[src/shared/dtp_pkg.sv]
// constants and types for the dual 8-bit timer pair
// assumes an axi4-lite register bus with 32-bit data and word-aligned registers
package dtp_pkg;

   // ==========================================================
   // register indices (byte address = index * 4)
   localparam logic [9:0] IDX_CMP_A  = 10'h102;
   localparam logic [9:0] IDX_CMP_B  = 10'h103;
   localparam logic [9:0] IDX_CMP_C  = 10'h10a;
   localparam logic [9:0] IDX_CMP_D  = 10'h10b;
   localparam logic [9:0] IDX_CMP_E  = 10'h112;
   localparam logic [9:0] IDX_CMP_F  = 10'h113;
   localparam logic [9:0] IDX_RUN    = 10'h100;
   localparam logic [9:0] IDX_MODE   = 10'h104;
   localparam logic [9:0] IDX_FFCR   = 10'h105;
   localparam logic [9:0] IDX_STATUS = 10'h106;

   // ==========================================================
   // field positions
   localparam int RUN_LOWER_BIT = 0;
   localparam int RUN_UPPER_BIT = 1;
   localparam int RUN_PRE_BIT   = 2;
   localparam int RUN_DBE_BIT   = 7;
   localparam int FF_TOG_EN_BIT = 2;
   localparam int FF_SEL_BIT    = 3;
   localparam int ST_FLOP_BIT   = 16;
   localparam int ST_INHIB_BIT  = 17;

   // ==========================================================
   // reset values
   localparam logic [7:0] RUN_RST  = 8'h00;
   localparam logic [7:0] MODE_RST = 8'h00;
   localparam logic [1:0] FFEN_RST = 2'h0;

   // ==========================================================
   // codes
   localparam logic [1:0] OPM_SPLIT = 2'h0;
   localparam logic [1:0] OPM_CASC  = 2'h1;
   localparam logic [1:0] OPM_PULSE = 2'h2;
   localparam logic [1:0] OPM_PWM   = 2'h3;

   localparam logic [1:0] LCLK_EXT  = 2'h0;
   localparam logic [1:0] LCLK_T1   = 2'h1;
   localparam logic [1:0] LCLK_T4   = 2'h2;
   localparam logic [1:0] UCLK_MTCH = 2'h0;
   localparam logic [1:0] UCLK_T1   = 2'h1;
   localparam logic [1:0] UCLK_T16  = 2'h2;

   localparam logic [1:0] PWM_N6    = 2'h1;
   localparam logic [1:0] PWM_N7    = 2'h2;
   localparam logic [8:0] PWM_TOP6  = 9'h040;
   localparam logic [8:0] PWM_TOP7  = 9'h080;
   localparam logic [8:0] PWM_TOP8  = 9'h100;
   localparam logic [8:0] CMP_ZERO_TOP = 9'h100;

   localparam logic [1:0] FFC_TOGGLE = 2'h0;
   localparam logic [1:0] FFC_SET    = 2'h1;
   localparam logic [1:0] FFC_CLEAR  = 2'h2;
   localparam logic [1:0] FFC_KEEP   = 2'h3;

   localparam logic [1:0] RESP_OKAY   = 2'h0;
   localparam logic [1:0] RESP_SLVERR = 2'h2;

   typedef struct packed {
      logic [1:0] opmode;
      logic [1:0] pwm_period_select;
      logic [1:0] upper_clock_select;
      logic [1:0] lower_clock_select;
   } dtp_mode_s;

endpackage

[src/rtl/dtp_counter.sv]
// one 8-bit up counter of the timer pair
// assumes tick and clear are single-cycle strobes in the aclk domain
`timescale 1ns/1ns
module dtp_counter #(
   parameter int W = 8
) (
   input  wire logic         aclk,
   input  wire logic         aresetn,
   input  wire logic         run,
   input  wire logic         tick,
   input  wire logic         clr,
   output logic [W-1:0]      count
);

   // ==========================================================
   // counting
   always_ff @(posedge aclk) begin
      if (!aresetn || !run) begin
         count <= '0;
      end else if (clr) begin
         count <= '0;
      end else if (tick) begin
         count <= count + 1'b1;
      end
   end

endmodule

[src/rtl/dtp_timer_pair.sv]
// dual 8-bit timer pair with shared output flop, axi4-lite registers
// assumes external_count_input is synchronous to aclk
`timescale 1ns/1ns
// Behaviour
// - split mode: two independent 8-bit interval timers, each with match interrupt
// - lower counts external input or tap 1/4/16; upper lower-match or 1/16/256
// - split mode, toggle enabled: output flop toggles on each periodic match of the timer chosen by the select bit
// - split mode: upper may count lower compare-match pulses
// - operating mode 01 cascades both timers into one 16-bit timer
// - 16-bit mode: upper clocked by lower overflow regardless of selection
// - lower compare write inhibits the 16-bit comparison, upper compare write re-enables it
// - 16-bit mode: lower match pulses only, no clear, no lower interrupt
// - 16-bit: both match clears both counters, upper interrupt, optional toggle
// - pulse mode: lower timer makes programmable square wave; upper unavailable
// - pulse mode: output toggles on lower counter equal to either compare
// - pulse mode, double buffered: buffer loads lower compare at upper match
// - pwm only on lower timer, up to 8 bits; upper stays a timer
// - pwm: toggle at lower compare match and at 2^n overflow, n 6/7/8
// - pwm: lower counter cleared at the 2^n overflow
// - pwm, double buffered: buffer loads lower compare at each overflow
// - pulse mode waveform drives the shared timer output pin
// - 8-bit mode: match clears counter, raises interrupt, optionally toggles
// - compare value 00 matches at counter overflow, not at zero, except the upper byte in 16-bit mode
// - lower compare writes go to both registers, or buffer only when enabled
// - flop code 01 sets, 10 clears, 00 toggles; reset clears flop
module dtp_timer_pair #(
   parameter int ADDR_W = 12
) (
   input  wire logic              aclk,
   input  wire logic              aresetn,
   input  wire logic [ADDR_W-1:0] s_axi_awaddr,
   input  wire logic              s_axi_awvalid,
   output logic                   s_axi_awready,
   input  wire logic [31:0]       s_axi_wdata,
   input  wire logic [3:0]        s_axi_wstrb,
   input  wire logic              s_axi_wvalid,
   output logic                   s_axi_wready,
   output logic [1:0]             s_axi_bresp,
   output logic                   s_axi_bvalid,
   input  wire logic              s_axi_bready,
   input  wire logic [ADDR_W-1:0] s_axi_araddr,
   input  wire logic              s_axi_arvalid,
   output logic                   s_axi_arready,
   output logic [31:0]            s_axi_rdata,
   output logic [1:0]             s_axi_rresp,
   output logic                   s_axi_rvalid,
   input  wire logic              s_axi_rready,
   input  wire logic              external_count_input,
   output logic                   timer_output_pin,
   output logic                   lower_compare_match,
   output logic                   lower_match_irq,
   output logic                   upper_match_irq
);

   // ==========================================================
   // state
   logic [ADDR_W-1:0]   aw_addr_q;
   logic                aw_full_q;
   logic [31:0]         w_data_q;
   logic                w_strb0_q;
   logic                w_full_q;
   logic                bvalid_q;
   logic [1:0]          bresp_q;
   logic                rvalid_q;
   logic [31:0]         rdata_q;
   logic [1:0]          rresp_q;
   logic [7:0]          run_q;
   dtp_pkg::dtp_mode_s  mode_q;
   logic [1:0]          ffen_q;
   logic [7:0]          cmp0_q;
   logic [7:0]          buf0_q;
   logic [7:0]          cmp1_q;
   logic                inhibit_q;
   logic                flop_q;
   logic [7:0]          pre_q;
   logic                ext_q;
   logic                lmatch_q;
   logic                lirq_q;
   logic                uirq_q;
   logic [7:0]          cnt0;
   logic [7:0]          cnt1;

   // ==========================================================
   // bus slave: address and data are taken in either order
   logic                do_wr;
   logic [9:0]          wr_idx;
   logic [9:0]          rd_idx;
   logic                wr_ok;
   logic                rd_ok;
   logic                wr_cmp0;
   logic                wr_cmp1;
   logic                wr_ffcr;

   assign s_axi_awready = !aw_full_q;
   assign s_axi_wready  = !w_full_q;
   assign s_axi_arready = !rvalid_q;
   assign s_axi_bvalid  = bvalid_q;
   assign s_axi_bresp   = bresp_q;
   assign s_axi_rvalid  = rvalid_q;
   assign s_axi_rdata   = rdata_q;
   assign s_axi_rresp   = rresp_q;

   assign do_wr  = aw_full_q && w_full_q && !bvalid_q;
   assign wr_idx = aw_addr_q[11:2];
   assign rd_idx = s_axi_araddr[11:2];
   assign wr_ok  = wr_idx == dtp_pkg::IDX_CMP_A || wr_idx == dtp_pkg::IDX_CMP_B
                || wr_idx == dtp_pkg::IDX_RUN   || wr_idx == dtp_pkg::IDX_MODE
                || wr_idx == dtp_pkg::IDX_FFCR  || wr_idx == dtp_pkg::IDX_STATUS;
   assign rd_ok  = rd_idx == dtp_pkg::IDX_CMP_A || rd_idx == dtp_pkg::IDX_CMP_B
                || rd_idx == dtp_pkg::IDX_RUN   || rd_idx == dtp_pkg::IDX_MODE
                || rd_idx == dtp_pkg::IDX_FFCR  || rd_idx == dtp_pkg::IDX_STATUS;
   assign wr_cmp0 = do_wr && w_strb0_q && wr_idx == dtp_pkg::IDX_CMP_A;
   assign wr_cmp1 = do_wr && w_strb0_q && wr_idx == dtp_pkg::IDX_CMP_B;
   assign wr_ffcr = do_wr && w_strb0_q && wr_idx == dtp_pkg::IDX_FFCR;

   always_ff @(posedge aclk) begin
      if (!aresetn) begin
         aw_full_q <= 1'b0;
         aw_addr_q <= '0;
      end else if (s_axi_awvalid && !aw_full_q) begin
         aw_full_q <= 1'b1;
         aw_addr_q <= s_axi_awaddr;
      end else if (do_wr) begin
         aw_full_q <= 1'b0;
      end
   end

   always_ff @(posedge aclk) begin
      if (!aresetn) begin
         w_full_q  <= 1'b0;
         w_data_q  <= 32'h0;
         w_strb0_q <= 1'b0;
      end else if (s_axi_wvalid && !w_full_q) begin
         w_full_q  <= 1'b1;
         w_data_q  <= s_axi_wdata;
         w_strb0_q <= s_axi_wstrb[0];
      end else if (do_wr) begin
         w_full_q <= 1'b0;
      end
   end

   always_ff @(posedge aclk) begin
      if (!aresetn) begin
         bvalid_q <= 1'b0;
         bresp_q  <= dtp_pkg::RESP_OKAY;
      end else if (do_wr) begin
         bvalid_q <= 1'b1;
         bresp_q  <= wr_ok ? dtp_pkg::RESP_OKAY : dtp_pkg::RESP_SLVERR;
      end else if (s_axi_bready) begin
         bvalid_q <= 1'b0;
      end
   end

   // compare registers are write-only and read back as zero
   always_ff @(posedge aclk) begin
      if (!aresetn) begin
         rvalid_q <= 1'b0;
         rdata_q  <= 32'h0;
         rresp_q  <= dtp_pkg::RESP_OKAY;
      end else if (s_axi_arvalid && !rvalid_q) begin
         rvalid_q <= 1'b1;
         rresp_q  <= rd_ok ? dtp_pkg::RESP_OKAY : dtp_pkg::RESP_SLVERR;
         case (rd_idx)
            dtp_pkg::IDX_RUN:    rdata_q <= {24'h0, run_q};
            dtp_pkg::IDX_MODE:   rdata_q <= {24'h0, mode_q};
            dtp_pkg::IDX_FFCR:   rdata_q <= {28'h0, ffen_q, dtp_pkg::FFC_KEEP};
            dtp_pkg::IDX_STATUS: rdata_q <= {14'h0, inhibit_q, flop_q, cnt1, cnt0};
            default:             rdata_q <= 32'h0;
         endcase
      end else if (s_axi_rready) begin
         rvalid_q <= 1'b0;
      end
   end

   // ==========================================================
   // control registers
   always_ff @(posedge aclk) begin
      if (!aresetn) begin
         run_q <= dtp_pkg::RUN_RST;
      end else if (do_wr && w_strb0_q && wr_idx == dtp_pkg::IDX_RUN) begin
         run_q <= w_data_q[7:0];
      end
   end

   always_ff @(posedge aclk) begin
      if (!aresetn) begin
         mode_q <= dtp_pkg::MODE_RST;
      end else if (do_wr && w_strb0_q && wr_idx == dtp_pkg::IDX_MODE) begin
         mode_q <= w_data_q[7:0];
      end
   end

   always_ff @(posedge aclk) begin
      if (!aresetn) begin
         ffen_q <= dtp_pkg::FFEN_RST;
      end else if (wr_ffcr) begin
         ffen_q <= w_data_q[dtp_pkg::FF_SEL_BIT:dtp_pkg::FF_TOG_EN_BIT];
      end
   end

   // ==========================================================
   // clock sources: prescaler taps and external edges
   logic pre_run;
   logic t1;
   logic t4;
   logic t16;
   logic t256;
   logic ext_edge;
   assign pre_run  = run_q[dtp_pkg::RUN_PRE_BIT];
   assign t1       = pre_run;
   assign t4       = pre_run && pre_q[1:0] == 2'h3;
   assign t16      = pre_run && pre_q[3:0] == 4'hf;
   assign t256     = pre_run && pre_q == 8'hff;
   assign ext_edge = external_count_input && !ext_q;

   always_ff @(posedge aclk) begin
      if (!aresetn || !pre_run) begin
         pre_q <= 8'h00;
      end else begin
         pre_q <= pre_q + 8'h01;
      end
   end

   always_ff @(posedge aclk) begin
      if (!aresetn) begin
         ext_q <= 1'b0;
      end else begin
         ext_q <= external_count_input;
      end
   end

   // ==========================================================
   // comparators and mode decode
   logic       is_split;
   logic       is_casc;
   logic       is_pulse;
   logic       is_pwm;
   logic       tick0;
   logic       tick1;
   logic [8:0] nxt0;
   logic [8:0] nxt1;
   logic [8:0] tgt0;
   logic [8:0] tgt1;
   logic [8:0] pwm_top;
   logic       hit0;
   logic       hit0u;
   logic       hit1;
   logic       ovf8;
   logic       m16;
   logic       ovf_pwm;
   logic       clr0;
   logic       clr1;
   logic       ev_irq0;
   logic       ev_irq1;
   logic       hw_tog;
   logic       db_load;
   logic       dbe;
   logic       tog_en;

   assign is_split = mode_q.opmode == dtp_pkg::OPM_SPLIT;
   assign is_casc  = mode_q.opmode == dtp_pkg::OPM_CASC;
   assign is_pulse = mode_q.opmode == dtp_pkg::OPM_PULSE;
   assign is_pwm   = mode_q.opmode == dtp_pkg::OPM_PWM;
   assign dbe      = run_q[dtp_pkg::RUN_DBE_BIT];
   assign tog_en   = ffen_q[0];

   always_comb begin
      case (mode_q.lower_clock_select)
         dtp_pkg::LCLK_EXT: tick0 = ext_edge;
         dtp_pkg::LCLK_T1:  tick0 = t1;
         dtp_pkg::LCLK_T4:  tick0 = t4;
         default:           tick0 = t16;
      endcase
   end

   assign nxt0 = {1'b0, cnt0} + 9'h001;
   assign nxt1 = {1'b0, cnt1} + 9'h001;
   // a compare value of zero stands for a full 256-count wrap
   assign tgt0 = (cmp0_q == 8'h00) ? dtp_pkg::CMP_ZERO_TOP : {1'b0, cmp0_q};
   assign tgt1 = (cmp1_q == 8'h00) ? dtp_pkg::CMP_ZERO_TOP : {1'b0, cmp1_q};
   assign hit0  = tick0 && nxt0 == tgt0;
   assign hit0u = tick0 && nxt0 == tgt1;
   assign ovf8  = tick0 && cnt0 == 8'hff;

   always_comb begin
      if (is_casc) begin
         tick1 = ovf8;
      end else if (is_pulse) begin
         tick1 = 1'b0;
      end else begin
         case (mode_q.upper_clock_select)
            dtp_pkg::UCLK_MTCH: tick1 = hit0;
            dtp_pkg::UCLK_T1:   tick1 = t1;
            dtp_pkg::UCLK_T16:  tick1 = t16;
            default:            tick1 = t256;
         endcase
      end
   end

   assign hit1 = tick1 && nxt1 == tgt1;
   // the upper byte is still mid-count until its own compare is reached
   assign m16  = hit0 && !inhibit_q && cnt1 == cmp1_q;

   always_comb begin
      case (mode_q.pwm_period_select)
         dtp_pkg::PWM_N6: pwm_top = dtp_pkg::PWM_TOP6;
         dtp_pkg::PWM_N7: pwm_top = dtp_pkg::PWM_TOP7;
         default:         pwm_top = dtp_pkg::PWM_TOP8;
      endcase
   end
   assign ovf_pwm = tick0 && nxt0 == pwm_top;

   always_comb begin
      clr0    = 1'b0;
      clr1    = 1'b0;
      ev_irq0 = 1'b0;
      ev_irq1 = 1'b0;
      hw_tog  = 1'b0;
      db_load = 1'b0;
      if (is_split) begin
         clr0    = hit0;
         clr1    = hit1;
         ev_irq0 = hit0;
         ev_irq1 = hit1;
         hw_tog  = tog_en && (ffen_q[1] ? hit1 : hit0);
      end else if (is_casc) begin
         clr0    = m16;
         clr1    = m16;
         ev_irq1 = m16;
         hw_tog  = tog_en && m16;
      end else if (is_pulse) begin
         clr0    = hit0u;
         ev_irq0 = hit0;
         ev_irq1 = hit0u;
         hw_tog  = hit0 || hit0u;
         db_load = dbe && hit0u;
      end else begin
         clr0    = ovf_pwm;
         clr1    = hit1;
         ev_irq0 = ovf_pwm;
         ev_irq1 = hit1;
         hw_tog  = hit0 || ovf_pwm;
         db_load = dbe && ovf_pwm;
      end
   end

   // ==========================================================
   // counters
   dtp_counter #(.W(8)) u_lower_up_counter (
      .aclk    (aclk),
      .aresetn (aresetn),
      .run     (run_q[dtp_pkg::RUN_LOWER_BIT]),
      .tick    (tick0),
      .clr     (clr0),
      .count   (cnt0)
   );

   dtp_counter #(.W(8)) u_upper_up_counter (
      .aclk    (aclk),
      .aresetn (aresetn),
      .run     (run_q[dtp_pkg::RUN_UPPER_BIT]),
      .tick    (tick1),
      .clr     (clr1),
      .count   (cnt1)
   );

   // ==========================================================
   // compare registers; contents undefined until written, so reset leaves them
   always_ff @(posedge aclk) begin
      if (wr_cmp0) begin
         buf0_q <= w_data_q[7:0];
      end
   end

   always_ff @(posedge aclk) begin
      if (wr_cmp0 && !dbe) begin
         cmp0_q <= w_data_q[7:0];
      end else if (db_load) begin
         cmp0_q <= buf0_q;
      end
   end

   always_ff @(posedge aclk) begin
      if (wr_cmp1) begin
         cmp1_q <= w_data_q[7:0];
      end
   end

   always_ff @(posedge aclk) begin
      if (!aresetn) begin
         inhibit_q <= 1'b0;
      end else if (wr_cmp0) begin
         inhibit_q <= 1'b1;
      end else if (wr_cmp1) begin
         inhibit_q <= 1'b0;
      end
   end

   // ==========================================================
   // output flop; software set or clear overrides a hardware toggle
   always_ff @(posedge aclk) begin
      if (!aresetn) begin
         flop_q <= 1'b0;
      end else if (wr_ffcr && w_data_q[1:0] == dtp_pkg::FFC_SET) begin
         flop_q <= 1'b1;
      end else if (wr_ffcr && w_data_q[1:0] == dtp_pkg::FFC_CLEAR) begin
         flop_q <= 1'b0;
      end else begin
         flop_q <= flop_q ^ hw_tog ^ (wr_ffcr && w_data_q[1:0] == dtp_pkg::FFC_TOGGLE);
      end
   end

   always_ff @(posedge aclk) begin
      if (!aresetn) begin
         lmatch_q <= 1'b0;
         lirq_q   <= 1'b0;
         uirq_q   <= 1'b0;
      end else begin
         lmatch_q <= hit0;
         lirq_q   <= ev_irq0;
         uirq_q   <= ev_irq1;
      end
   end

   assign timer_output_pin    = flop_q;
   assign lower_compare_match = lmatch_q;
   assign lower_match_irq     = lirq_q;
   assign upper_match_irq     = uirq_q;
endmodule

[config.mk]
export PLATFORM = sky130hd
export DESIGN_NAME = dtp_timer_pair
export DESIGN_NICKNAME = d
export VERILOG_FILES = /design/src/shared/dtp_pkg.sv /design/src/rtl/dtp_counter.sv /design/src/rtl/dtp_timer_pair.sv
export SDC_FILE = /design/constraint.sdc
export NUM_CORES = 1
export LEC_CHECK = 0
export BUFFER_PORTS_ARGS = -buffer_cell sky130_fd_sc_hd__buf_2
export CORE_MARGIN = 4
export CORE_UTILIZATION = 40
export DETAILED_ROUTE_END_ITERATION = 8
export HOLD_SLACK_MARGIN = 0.03
export PLACE_DENSITY_LB_ADDON = 0.12
export SLEW_MARGIN = 20
export SYNTH_ARGS = -nofsm -noshare
export SYNTH_HDL_FRONTEND = slang
export SYNTH_SLANG_ARGS = --single-unit
[constraint.sdc]
create_clock -name aclk -period 3.82 [get_ports aclk]
set_input_delay 0.573 -clock aclk [delete_from_list [all_inputs] [get_ports aclk]]
set_output_delay 0.573 -clock aclk [all_outputs]
set_load 0.01 [all_outputs]
### Word level (Yosys, flattened, before mapping)

Cells that the tools add are included.

* bitwise gates (word level): 2
* order comparisons: 0
* equal/unequal tests: 31
* shift operators: 0
* div/mod/pow operators: 0
* multipliers: 0
* muxes and demuxes: 42
* $add $sub $neg: 5
* reduce and logical (&&, ||, !) cells: 70

Operator list (number)
* $eq A10 B9 Y1 const B: 12
* $pmux W18 S4: 1
* $eq A9 B9 Y1: 4
* $mux W1: 32
* $logic_and A1 B1 Y1: 30
* $add A8 B1 Y8 const B: 3
* $add A8 B1 Y9 const B: 2
* $mux W9: 2
* $pmux W9 S2: 1
* $eq A8 B8 Y1 const B: 2
* $logic_not A8 Y1: 2
* $mux W8: 2
* $logic_or A1 B1 Y1: 15
* $eq A2 B2 Y1 const B: 6
* $reduce_bool A2 Y1: 6
* $logic_not A1 Y1: 11
* $eq A2 B1 Y1 const B: 5
* $eq A8 B8 Y1: 1
* $logic_not A2 Y1: 4
* $pmux W1 S3: 2
* $eq A4 B4 Y1 const B: 1
* $mux W2: 2
* $reduce_or A2 Y1: 2
* $xor A1 B1 Y1: 2

* input port bits: 68
* word-level logic and storage cells: 178
* memories kept: 0
* bits in latches: 0
* bits in writable memories: 0
* flip-flop bits (word level): 133
* ROM bits: 0
* output and inout bits: 45

### Logic depth before layout (Yosys ltp)

Gate-level depths: netlist (run 1).

* depth after elaboration: 15
* mapped depth: 11
* gate-level depth less buffers: 10

### By module

From an unflattened synthesis (run 1), not the netlist that was laid out.

* cells, all modules: 660
* area, all modules: 5829.3 µm²

By module, submodules not included
* dtp_timer_pair: cells each 586, area an instance 5143.7 µm², instances 1, seq. area each 2222.1 µm²
* dtp_counter: cells each 37, area an instance 342.8 µm², instances 2, seq. area each 160.2 µm²

### Worst setup path before layout (run 1)

OpenSTA, ideal clock, no wires.

* path type: input-to-reg
* start point: in external_count_input
* end point: reg cmp0_q[0], enable pin
* setup time: 326 ps
* stages on the path: 7
* data arrival time: 2368 ps
* buffers on the path: 1
* required time: 3494 ps
* path slack: 1126 ps
* path through: nor4b_1 -> o221ai_1 -> buf_2 -> a311oi_1 -> or4b_1 -> o21ai_0 -> a21o_1

* cells in the longest elaborated chain, start to end: 8
* elaborated cells between the ends (all ways): 10
* those cells by class: 4 x mux; 6 x reduce/logical

Ends and longest elaborated chain
* start: declaration: line dtp_timer_pair.sv:48 `input wire logic external_count_input,`
* $logic_and A1 B1 Y1 *: line dtp_timer_pair.sv:214 `assign ext_edge = external_count_input && !ext_q;`
* $pmux W1 S3 *: line dtp_timer_pair.sv:268 `case (mode_q.lower_clock_select)`
* $logic_and A1 B1 Y1, on equally long branches: line dtp_timer_pair.sv:311, dtp_timer_pair.sv:282
* $logic_and A1 B1 Y1, on equally long branches: line dtp_timer_pair.sv:343, dtp_timer_pair.sv:336
* $mux W1 *: line dtp_timer_pair.sv:331 `end else if (is_pulse) begin`
* $mux W1 *: line dtp_timer_pair.sv:326 `end else if (is_casc) begin`
* $mux W1 *: line dtp_timer_pair.sv:320 `if (is_split) begin`
* $reduce_bool A2 Y1 (no line) *
* end signal: assignment: line dtp_timer_pair.sv:377 `cmp0_q <= w_data_q[7:0];`
* end signal: assignment: line dtp_timer_pair.sv:379 `cmp0_q <= buf0_q;`
* end: declaration: line dtp_timer_pair.sv:70 `logic [7:0] cmp0_q;`

Mark *: on every way between the ends. The rest lies on a longest branch, timed or not.
A chain may end at the register's enable or synchronous reset.

### Worst setup path after layout (run 1)

* start point: reg u_lower_up_counter.count[1]
* end point: reg flop_q, in the netlist timer_output_pin

* cells in the longest elaborated chain, start to end: 14
* elaborated cells between the ends (all ways): 27
* those cells by class: 1 x add/sub; 4 x eq/ne; 9 x mux; 2 x bitwise; 11 x reduce/logical

Ends and longest elaborated chain
* start: declaration: line dtp_counter.sv:12 `output logic [W-1:0] count`
* start signal: assignment: line dtp_counter.sv:23 `count <= count + 1'b1;`
* $add A8 B1 Y9: line dtp_timer_pair.sv:276 `assign nxt0 = {1'b0, cnt0} + 9'h001;`
* $eq A9 B9 Y1: line dtp_timer_pair.sv:281 `assign hit0 = tick0 && nxt0 == tgt0;`
* $logic_and A1 B1 Y1: line dtp_timer_pair.sv:281
* $pmux W1 S3: line dtp_timer_pair.sv:291 `case (mode_q.upper_clock_select)`
* $mux W1: line dtp_timer_pair.sv:288 `end else if (is_pulse) begin`
* $mux W1: line dtp_timer_pair.sv:286 `if (is_casc) begin`
* $logic_and A1 B1 Y1: line dtp_timer_pair.sv:300 `assign hit1 = tick1 && nxt1 == tgt1;`
* $mux W1: line dtp_timer_pair.sv:325 `hw_tog = tog_en && (ffen_q[1] ? hit1 : hit0);`
* $logic_and A1 B1 Y1: line dtp_timer_pair.sv:325
* $mux W1 *: line dtp_timer_pair.sv:320
* $xor A1 B1 Y1 * (2 in series): line dtp_timer_pair.sv:409 `flop_q <= flop_q ^ hw_tog ^ (wr_ffcr && w_data_q[1:0] == dtp_pkg::FFC_TOGGLE);`
* $mux W1 *: line dtp_timer_pair.sv:406 `end else if (wr_ffcr && w_data_q[1:0] == dtp_pkg::FFC_CLEAR) begin`
* $mux W1 *: line dtp_timer_pair.sv:404 `end else if (wr_ffcr && w_data_q[1:0] == dtp_pkg::FFC_SET) begin`
* end signal: assignment: line dtp_timer_pair.sv:409
* end: declaration: line dtp_timer_pair.sv:74 `logic flop_q;`

Marks and branches as above.

==> metrics.cfg, run 1 <==
[sta]
timing.fmax_ghz=0.294
setup_viol=0
worst_pin_slew_ps=1040
clock-skew-final_ps=12.0
fin_crit_sh_pct=89.2
relSlewSlack_pct=30.2
rsz0062_at_grt=no
finalCriticalPeriod_ps=3410
final_hold_viol_count=0
maxSlewViolCount=0
fin_setup_tns_ps=0

[placement]
gp_congestion=0.872
hpwl_mm=10.5
port_buffers=65
placed_cells=864

[cts]
insertion_delay_ps=420
post_cts_buffers=0
cts_root_buffer=clkbuf_16
path_clk_slew_ps=60
cts-resized-gates=0
hold_buffers=0
h-tree-depth=4
cts.sinks=115
cts_tree=done
cts_buffers=17
clockBufferDepth=2

[worst_setup_path]
path_class=flop to flop
rr_startpoint=u_lower_up_counter.count[1]
rrSetupSlack_ps=410
arrival_ps=3700
cp.required_ps=4110
start_kind=flop
critical_path.max_fanout=13
cp-startpoint=u_lower_up_counter.count[1]
cp-end-kind=flop

[synthesis]
seq_area_frac_synth_pct=43.6
synthTopCellsByArea=dfxtp_1 (31%), edfxtp_1 (12%), nor2_1 (5.9%)
ys.flop_type=dfxtp_1
yosysUniqueCellTypes=64
synthTopCellsByCount=dfxtp_1 (91), nor2_1 (91), nand2_1 (65), a21oi_1 (38), xnor2_1 (33)
synthesis.area_sq_mm=0.00583
yosysTopAreaCellShare_pct=31.3
yosys_warnings=0
async_flop_share_pct=0
syn_inst=648
avgSynthCellArea_sq_um=9.00
synth-seq-cells=115
synth_edf_count=24
yosysTopAreaCell=dfxtp_1

[power_and_ir_drop]
p_leak_nw=2.61
p_per_area_mw_per_mm2=428
ir_worst_vdd_mv=0.319

[final_layout]
largest_reg_flops=18
drive_gt1_share_pct=16.9
num_antenna_cells=0
final_cells=896
area_growth_pct=16.4
post-route-util_pct=48.1
nets=777

[die]
die_area_sq_mm=0.0166
coreArea_sq_mm=0.0141
rows=43
die_h_microns=129
initial_core_util_pct=41.4
ioPinCount=113
die_w_microns=129

[flow_run]
drv_cap=0

[routing]
via_count=4748
wl_per_cell_microns=16.5
drtIter0Drc=363
vias_per_cell=5.30
drc=0
firstDrtPassIters=5
wirelength_mm=14.8
ant_nets=0

[worst_hold_path]
worstHoldStart=s_axi_rready
hp-class=primary input to flop

[global_route]
grt_max_degree=53
first_global_vias=4629
gr-total-overflow=0
grt_pass1_wl_mm=23.6
antenna_found_initial=0
grt_use_total_pct=18.2

[status]
status=finished, final reports clean

## layout by cell type, fill, tap and decap left out, types with 10 or more instances in the layout
cell / Yosys / final
o21ai_0: 22 / 22
xor2_1: 23 / 23
a22oi_1: 18 / 18
a21oi_1: 38 / 38
nand3_1: 11 / 11
nand4_1: 10 / 10
nor4_1: 11 / 11
dfxtp_1: 91 / 91
conb_1: 1 / 16
clkbuf_16: 0 / 18
buf_2: 6 / 65
nor3_1: 12 / 12
edfxtp_1: 24 / 24
nor2_1: 91 / 91
inv_1: 17 / 17
mux2i_1: 29 / 29
nand2_1: 65 / 65
xnor2_1: 33 / 33
## report_power, final
group / total, mW / internal, mW / leakage (nW) / switching (mW)
clock network: 1.51 / 0.966 / 0.269 / 0.548
logic: 0.113 / 0.0404 / 1.38 / 0.0724
registers: 1.28 / 1.26 / 0.963 / 0.0192
## layer usage
layer	part of all wire, %	GRT usage, %	vias to the layer above
met5	0	0	-
met3	5.2	4.07	23
met4	1.8	7.41	0
met1	45	24.0	2236
li1	-	-	2344
met2	47	29.1	145
## metrics by stage
| stage | worst slack, ps | hold WS [ps] | area [sq um] | power, mW |
|---|---|---|---|---|
| global placement | 540 | 437 | 6220 | 1.41 |
| global route | 190 | 328 | 6790 | 3.00 |
| detailed placement | 484 | 445 | 6220 | 1.41 |
| floorplan | 1130 | 426 | 5890 | 1.38 |
| CTS | 456 | 321 | 6790 | 2.93 |
| finish | 414 | 333 | 6790 | 2.90 |
## final timing paths
check / to / cells after the start
worst max register to register: timer_output_pin / 9
worst min register to register: aw_addr_q[9] / 2
worst max-delay path: timer_output_pin / 9
worst min-delay path: s_axi_rvalid / 2
## kinds of logic (layout without fill, tap and decap cells)
logic type      after synthesis  after routing  share of synthesized area (%)
buf+inv                      69            122                           5.82
other cells                   1             16                         0.0643
flops                       115            115                           43.6
xor+xnor                     58             58                           9.19
fa+ha+maj                     6              6                           1.29
mux                          37             37                           6.53
compound gates              112            112                           12.9
simple gates                250            250                           20.6
## worst max-delay path: stages, from the launching register on
cell,delay (ps)
dfxtp_1,520
ha_1,470
nand3_4,220
or3_4,470
a2111oi_4,370
nand3_2,180
o31ai_4,490
and4_1,330
or3_1,150
nand4_1,90
## layout make-up
type	count	area (sq um)
timing repair buffer	72	378
sequential	115	2540
fill	1347	7310
tap	180	225
inverter	18	67.6
clock buffer	25	497
multi-input combinational	479	3000
clock inverter	7	72.6
Note: power is estimated with default switching activity, not from simulation.
==> run 2, diff against run 1 <==
- ABC_AREA: unset -> 1
==> run 2 against run 1 <==
Net effect: critical path depth grew 5; register-to-register slack gained 530 ps; routed wire length grew 2.4%; maximum frequency grew 19%; setup slack gained 530 ps; non-clock buffer count shrank 3; die area grew 0.12%; clock power grew 12%; sequential cell count is the same; area after synthesis grew 0.13%; via count grew 8.9%; highest routed layer unchanged; core utilization grew 0.74 points.
==> metrics.cfg, run 2 <==
[final_layout]
drive_gt1_share_pct=17.5
layout_common_cells=nand2_1 (109), dfxtp_1 (91), inv_1 (90)
largest_reg_flops=18
post-route-util_pct=48.9
final_common_cell=nand2_1
num_antenna_cells=0
fillers=1402
nets=899
area_growth_pct=18.0

[synthesis]
yosys_warnings=0
yosysUniqueCellTypes=49
yosysTopAreaCellShare_pct=31.2
synth_edf_count=24
syn_inst=758
yosys.cell_count.top_type=nand2_1
synthTopCellsByArea=dfxtp_1 (31%), edfxtp_1 (12%), nand2_1 (7.0%)
yosysTopAreaCell=dfxtp_1
async_flop_share_pct=0
seq_area_frac_synth_pct=43.6
synthTopCellsByCount=nand2_1 (109), dfxtp_1 (91), inv_1 (90), a21oi_1 (75), nor2_1 (74)
ys.flop_type=dfxtp_1
synthesis.area_sq_mm=0.00584
synth-seq-cells=115
avgSynthCellArea_sq_um=7.70

[status]
status=finished, final reports clean

[global_route]
gr-total-overflow=0
first_global_vias=4884
grt_use_total_pct=18.8
grt_max_degree=44
grt_pass1_wl_mm=24.3
antenna_found_initial=0

[die]
ioPinCount=113
die_h_microns=129
coreArea_sq_mm=0.0141
rows=43
initial_core_util_pct=41.4
die_area_sq_mm=0.0166
die_w_microns=129

[cts]
hold_buffers=0
h-tree-depth=4
cts_buffers=17
clockBufferDepth=2
cts-resized-gates=0
path_clk_slew_ps=50
cts_root_buffer=clkbuf_16
cts_tree=done
cts.sinks=115
insertion_delay_ps=420
post_cts_buffers=0

[placement]
gp_congestion=0.912
port_buffers=65
hpwl_mm=11.6

[sta]
clock-skew-final_ps=8.94
finalCriticalPeriod_ps=2870
final_hold_viol_count=0
worst_pin_slew_ps=886
setup_viol=0
timing.fmax_ghz=0.348
relSlewSlack_pct=40.7
rsz0062_at_grt=no
fin_crit_sh_pct=75.2
maxSlewViolCount=0
fin_setup_tns_ps=0

[power_and_ir_drop]
p_per_area_mw_per_mm2=449
p_leak_nw=2.83
seqPwrFrac_pct=41.2
switching_power_uw=651
ir_worst_vdd_mv=0.286
sw_frac_of_total_pct=21.0
pwr-share-comb_pct=4.2
clkPwrFrac_pct=54.6
intPower_mw=2.44

[routing]
ant_nets=0
wl_per_cell_microns=14.9
vias_per_cell=5.08
drtIter0Drc=303
firstDrtPassIters=5
drc=0
via_count=5171
wirelength_mm=15.1

[flow_run]
drv_cap=0

[worst_setup_path]
cp-startpoint=pre_q[0]
rr_startpoint=pre_q[0]
worstReg2RegEnd=cmp0_q[0]
path_class=flop to flop
cp-end-kind=flop
critPathCapture=cmp0_q[0]
start_kind=flop
arrival_ps=3000
ff2ff_path_depth=14
critical_path.max_fanout=11
rrSetupSlack_ps=950
cp.required_ps=3950

[worst_hold_path]
hp-class=primary input to flop

[run 2: cells by family (layout without fill, tap and decap cells)]
kind of cell | Yosys count | after routing | synth area share (%)
and+or+nand+nor | 308 | 308 | 25.6
AOI/OAI and AO/OA | 169 | 169 | 15.8
buffers and inverters | 135 | 200 | 10.1
DFF | 115 | 115 | 43.6
xor gates and xnor gates | 24 | 24 | 3.60
adders and majority gates | 6 | 6 | 1.29
other | 1 | 16 | 0.0642
[run 2: per-layer routing]
layer / vias up / share of wire [%] / GRT usage, % / wire length [microns]
met2: 148 / 45 / 29.6 / 6880
li1: 2640 / - / - / -
met1: 2346 / 46 / 24.4 / 6980
met3: 37 / 5.4 / 4.61 / 812
met5: - / 0 / 0 / 0
met4: 0 / 3.0 / 8.77 / 455
[run 2: how the worst min path moves through the flow]
stage               endpoint  cells after the start                  from  slack (ps)
finish                 ext_q                      3  external_count_input         350
global route           ext_q                      3  external_count_input         370
CTS                    ext_q                      3  external_count_input         340
detailed placement  pre_q[0]                      1              pre_q[0]         440
global placement    pre_q[0]                      1              pre_q[0]         430
floorplan           pre_q[0]                      1              pre_q[0]         420
[run 2: area by class of cell]
cell class                      instances  area (sq um)  share of cell area [%]
Clock inverter                          8           150                    2.18
Multi-Input combinational cell        523          2760                    40.1
Sequential cell                       115          2540                    36.9
Timing Repair Buffer                   69           355                    5.16
Tap cell                              180           225                    3.27
Clock buffer                           24           482                    6.99
Inverter                               99           372                    5.39
[run 2: critical path, stage by stage (launching register included)]
cell,delay [ps]
dfxtp_1,350
ha_1,200
nand2_1,80
inv_2,70
nand2_2,70
nand2_1,60
nand2_1,50
nand2_1,360
inv_1,310
nor4_1,300
nand3_1,120
nand2_1,80
nand2_1,130
o21ai_0,210
buf_4,200
[run 2: power groups by stage]
| stage | registers (mW) | clock network (mW) | logic [mW] |
|---|---|---|---|
| floorplan | 1.30 | 0 | 0.0940 |
| global placement | 1.30 | 0 | 0.127 |
| detailed placement | 1.30 | 0 | 0.130 |
| CTS | 1.28 | 1.72 | 0.130 |
| global route | 1.28 | 1.77 | 0.147 |
| finish | 1.28 | 1.69 | 0.129 |
[run 2: per-stage QoR]
stage	power, mW	cell area [sq um]	hold slack, ps	worst slack [ps]	cells
final	3.10	6890	353	946	1018
after CTS	3.13	6890	343	949	1018
after global routing	3.20	6890	375	603	1018
after global placement	1.43	6260	430	964	986
after floorplan	1.39	5890	418	1180	773
after detailed placement	1.43	6260	444	965	986
==> run 3, diff against run 2 <==
- clock period: 3.82 -> 2.55 ns (I/O delays scaled with it)
==> run 3 against run 2 <==
Net effect: hold slack worse by 190 ps; sequential share of layout area is 0.72 points lower; power up 39%; sequential power is 49% higher; global-route usage is 0.36 points higher; register-to-register slack worse by 800 ps; critical endpoint is now u_upper_up_counter.count[7]; clock power rose by 29%; count of clock-buffer cells in the layout shrank 6; die area stayed put.
==> metrics.cfg, run 3 (synthesis results as in run 2) <==
[flow_run]
drv_cap=0

[placement]
dpl_cell_area_sq_mm=0.00644
gp_congestion=0.910
placed_cells=1006
hpwl_mm=11.9
place_ws_ps=73.5
port_buffers=65

[global_route]
grt_pass1_wl_mm=24.8
grt_use_total_pct=19.2
gr-total-overflow=0
antenna_found_initial=0
grt_max_degree=43
first_global_vias=4985

[final_layout]
drive_gt1_share_pct=20.6
largest_reg_flops=18
num_antenna_cells=0
area_growth_pct=20.5
final_common_cell=nand2_1
fin_area_sq_mm=0.00703
post-route-util_pct=49.9
final_cells=1038
nets=919
layout_common_cells=nand2_1 (106), inv_1 (90), dfxtp_1 (90)
fillers=1377

[worst_setup_path]
cp.required_ps=2840
rrSetupSlack_ps=140
cpPeakStageDelay_ps=430
cp_num_buf_inv=2
path_class=flop to flop
cp-startpoint=u_lower_up_counter.count[1]
critical_path.max_fanout=8
start_kind=flop
ff2ff_path_depth=17
timing.critical_path.mode_cell=nand2_2
arrival_ps=2690
critPathTopFamily=simple AND/OR/NAND/NOR gates
cp-end-kind=flop
rr_startpoint=u_lower_up_counter.count[1]
worstReg2RegEnd=u_upper_up_counter.count[7]
crit_chain=ha_4 -> nand2_4 -> nor2_4 -> nand2_1 -> nand2_2 -> inv_2 -> nand2_2 -> nand3_1 -> nor2_2 -> nand3_2 -> nand2_2 -> nand2_4 -> nand2_8 -> buf_4 -> nand2_1 -> nor2_1 -> a311oi_2
worst-path-stages=17
cp_slowest_cell=dfxtp_1

[cts]
cts_buffers=17
cts.sinks=115
hold_buffers=0
insertion_delay_ps=420
post_cts_buffers=0
clockBufferDepth=2
path_clk_slew_ps=60
cts_root_buffer=clkbuf_16
cts-resized-gates=0
h-tree-depth=4
cts_tree=done

[sta]
clock-skew-final_ps=7.27
final_hold_viol_count=0
holdWs_ps=167
fin_setup_tns_ps=0
setup_viol=0
worst_slack_ps=144
worst_pin_slew_ps=615
finalCriticalPeriod_ps=2410
fin_crit_sh_pct=94.4
timing.fmax_ghz=0.416
relSlewSlack_pct=58.8
maxSlewViolCount=0

[die]
rows=43
ioPinCount=113
die_w_microns=129
initial_core_util_pct=41.4
die_h_microns=129
die_area_sq_mm=0.0166
coreArea_sq_mm=0.0141

[routing]
firstDrtPassIters=5
wirelength_mm=15.4
drtIter0Drc=311
ant_nets=0
via_count=5234
wl_per_cell_microns=14.9
vias_per_cell=5.04
drc=0

[worst_hold_path]
min_to=ext_q
whs_path_depth=3
hp-class=primary input to flop
worstHoldStart=external_count_input

[status]
status=finished, final reports clean

[power_and_ir_drop]
p_leak_nw=2.89
power_mw=4.29
ir_worst_vdd_mv=0.529
p_per_area_mw_per_mm2=610

==> run 3: how the worst max path moves through the flow <==
stage,endpoint,slack (ps)
floorplan,cmp0_q[0],130
global placement,cmp0_q[7],50
detailed placement,cmp0_q[5],70
CTS,cmp0_q[6],60
global route,timer_output_pin,-10
finish,u_upper_up_counter.count[7],140
==> run 3: worst min-delay path, delay by kind of cell <==
kind,cells,cell delay [ps]
and+or+nand+nor,1,40
buffers and inverters,2,130
==> run 3: area by class of cell <==
| type | instances | area, sq um | area share, % |
|---|---|---|---|
| Tap cell | 180 | 225 | 3.20 |
| Inverter | 99 | 372 | 5.29 |
| Clock buffer | 18 | 429 | 6.10 |
| Clock inverter | 14 | 116 | 1.66 |
| Timing Repair Buffer | 89 | 534 | 7.60 |
| Sequential cell | 115 | 2540 | 36.2 |
| Multi-Input combinational cell | 523 | 2810 | 40.0 |
==> run 3: report_power, final <==
part	leakage (nW)	total [mW]	switching, mW	internal, mW
Combinational	1.68	0.200	0.137	0.0633
Clock	0.251	2.18	0.856	1.32
Sequential	0.958	1.91	0.0205	1.89
==> run 3: metal layers <==
metal / vias to the layer above / global-route usage [%] / wire [microns]
li1: 2675 / - / -
met1: 2378 / 24.2 / 6970
met2: 151 / 31.2 / 7150
met3: 30 / 4.90 / 903
met4: 0 / 8.28 / 384
met5: - / 0 / 0
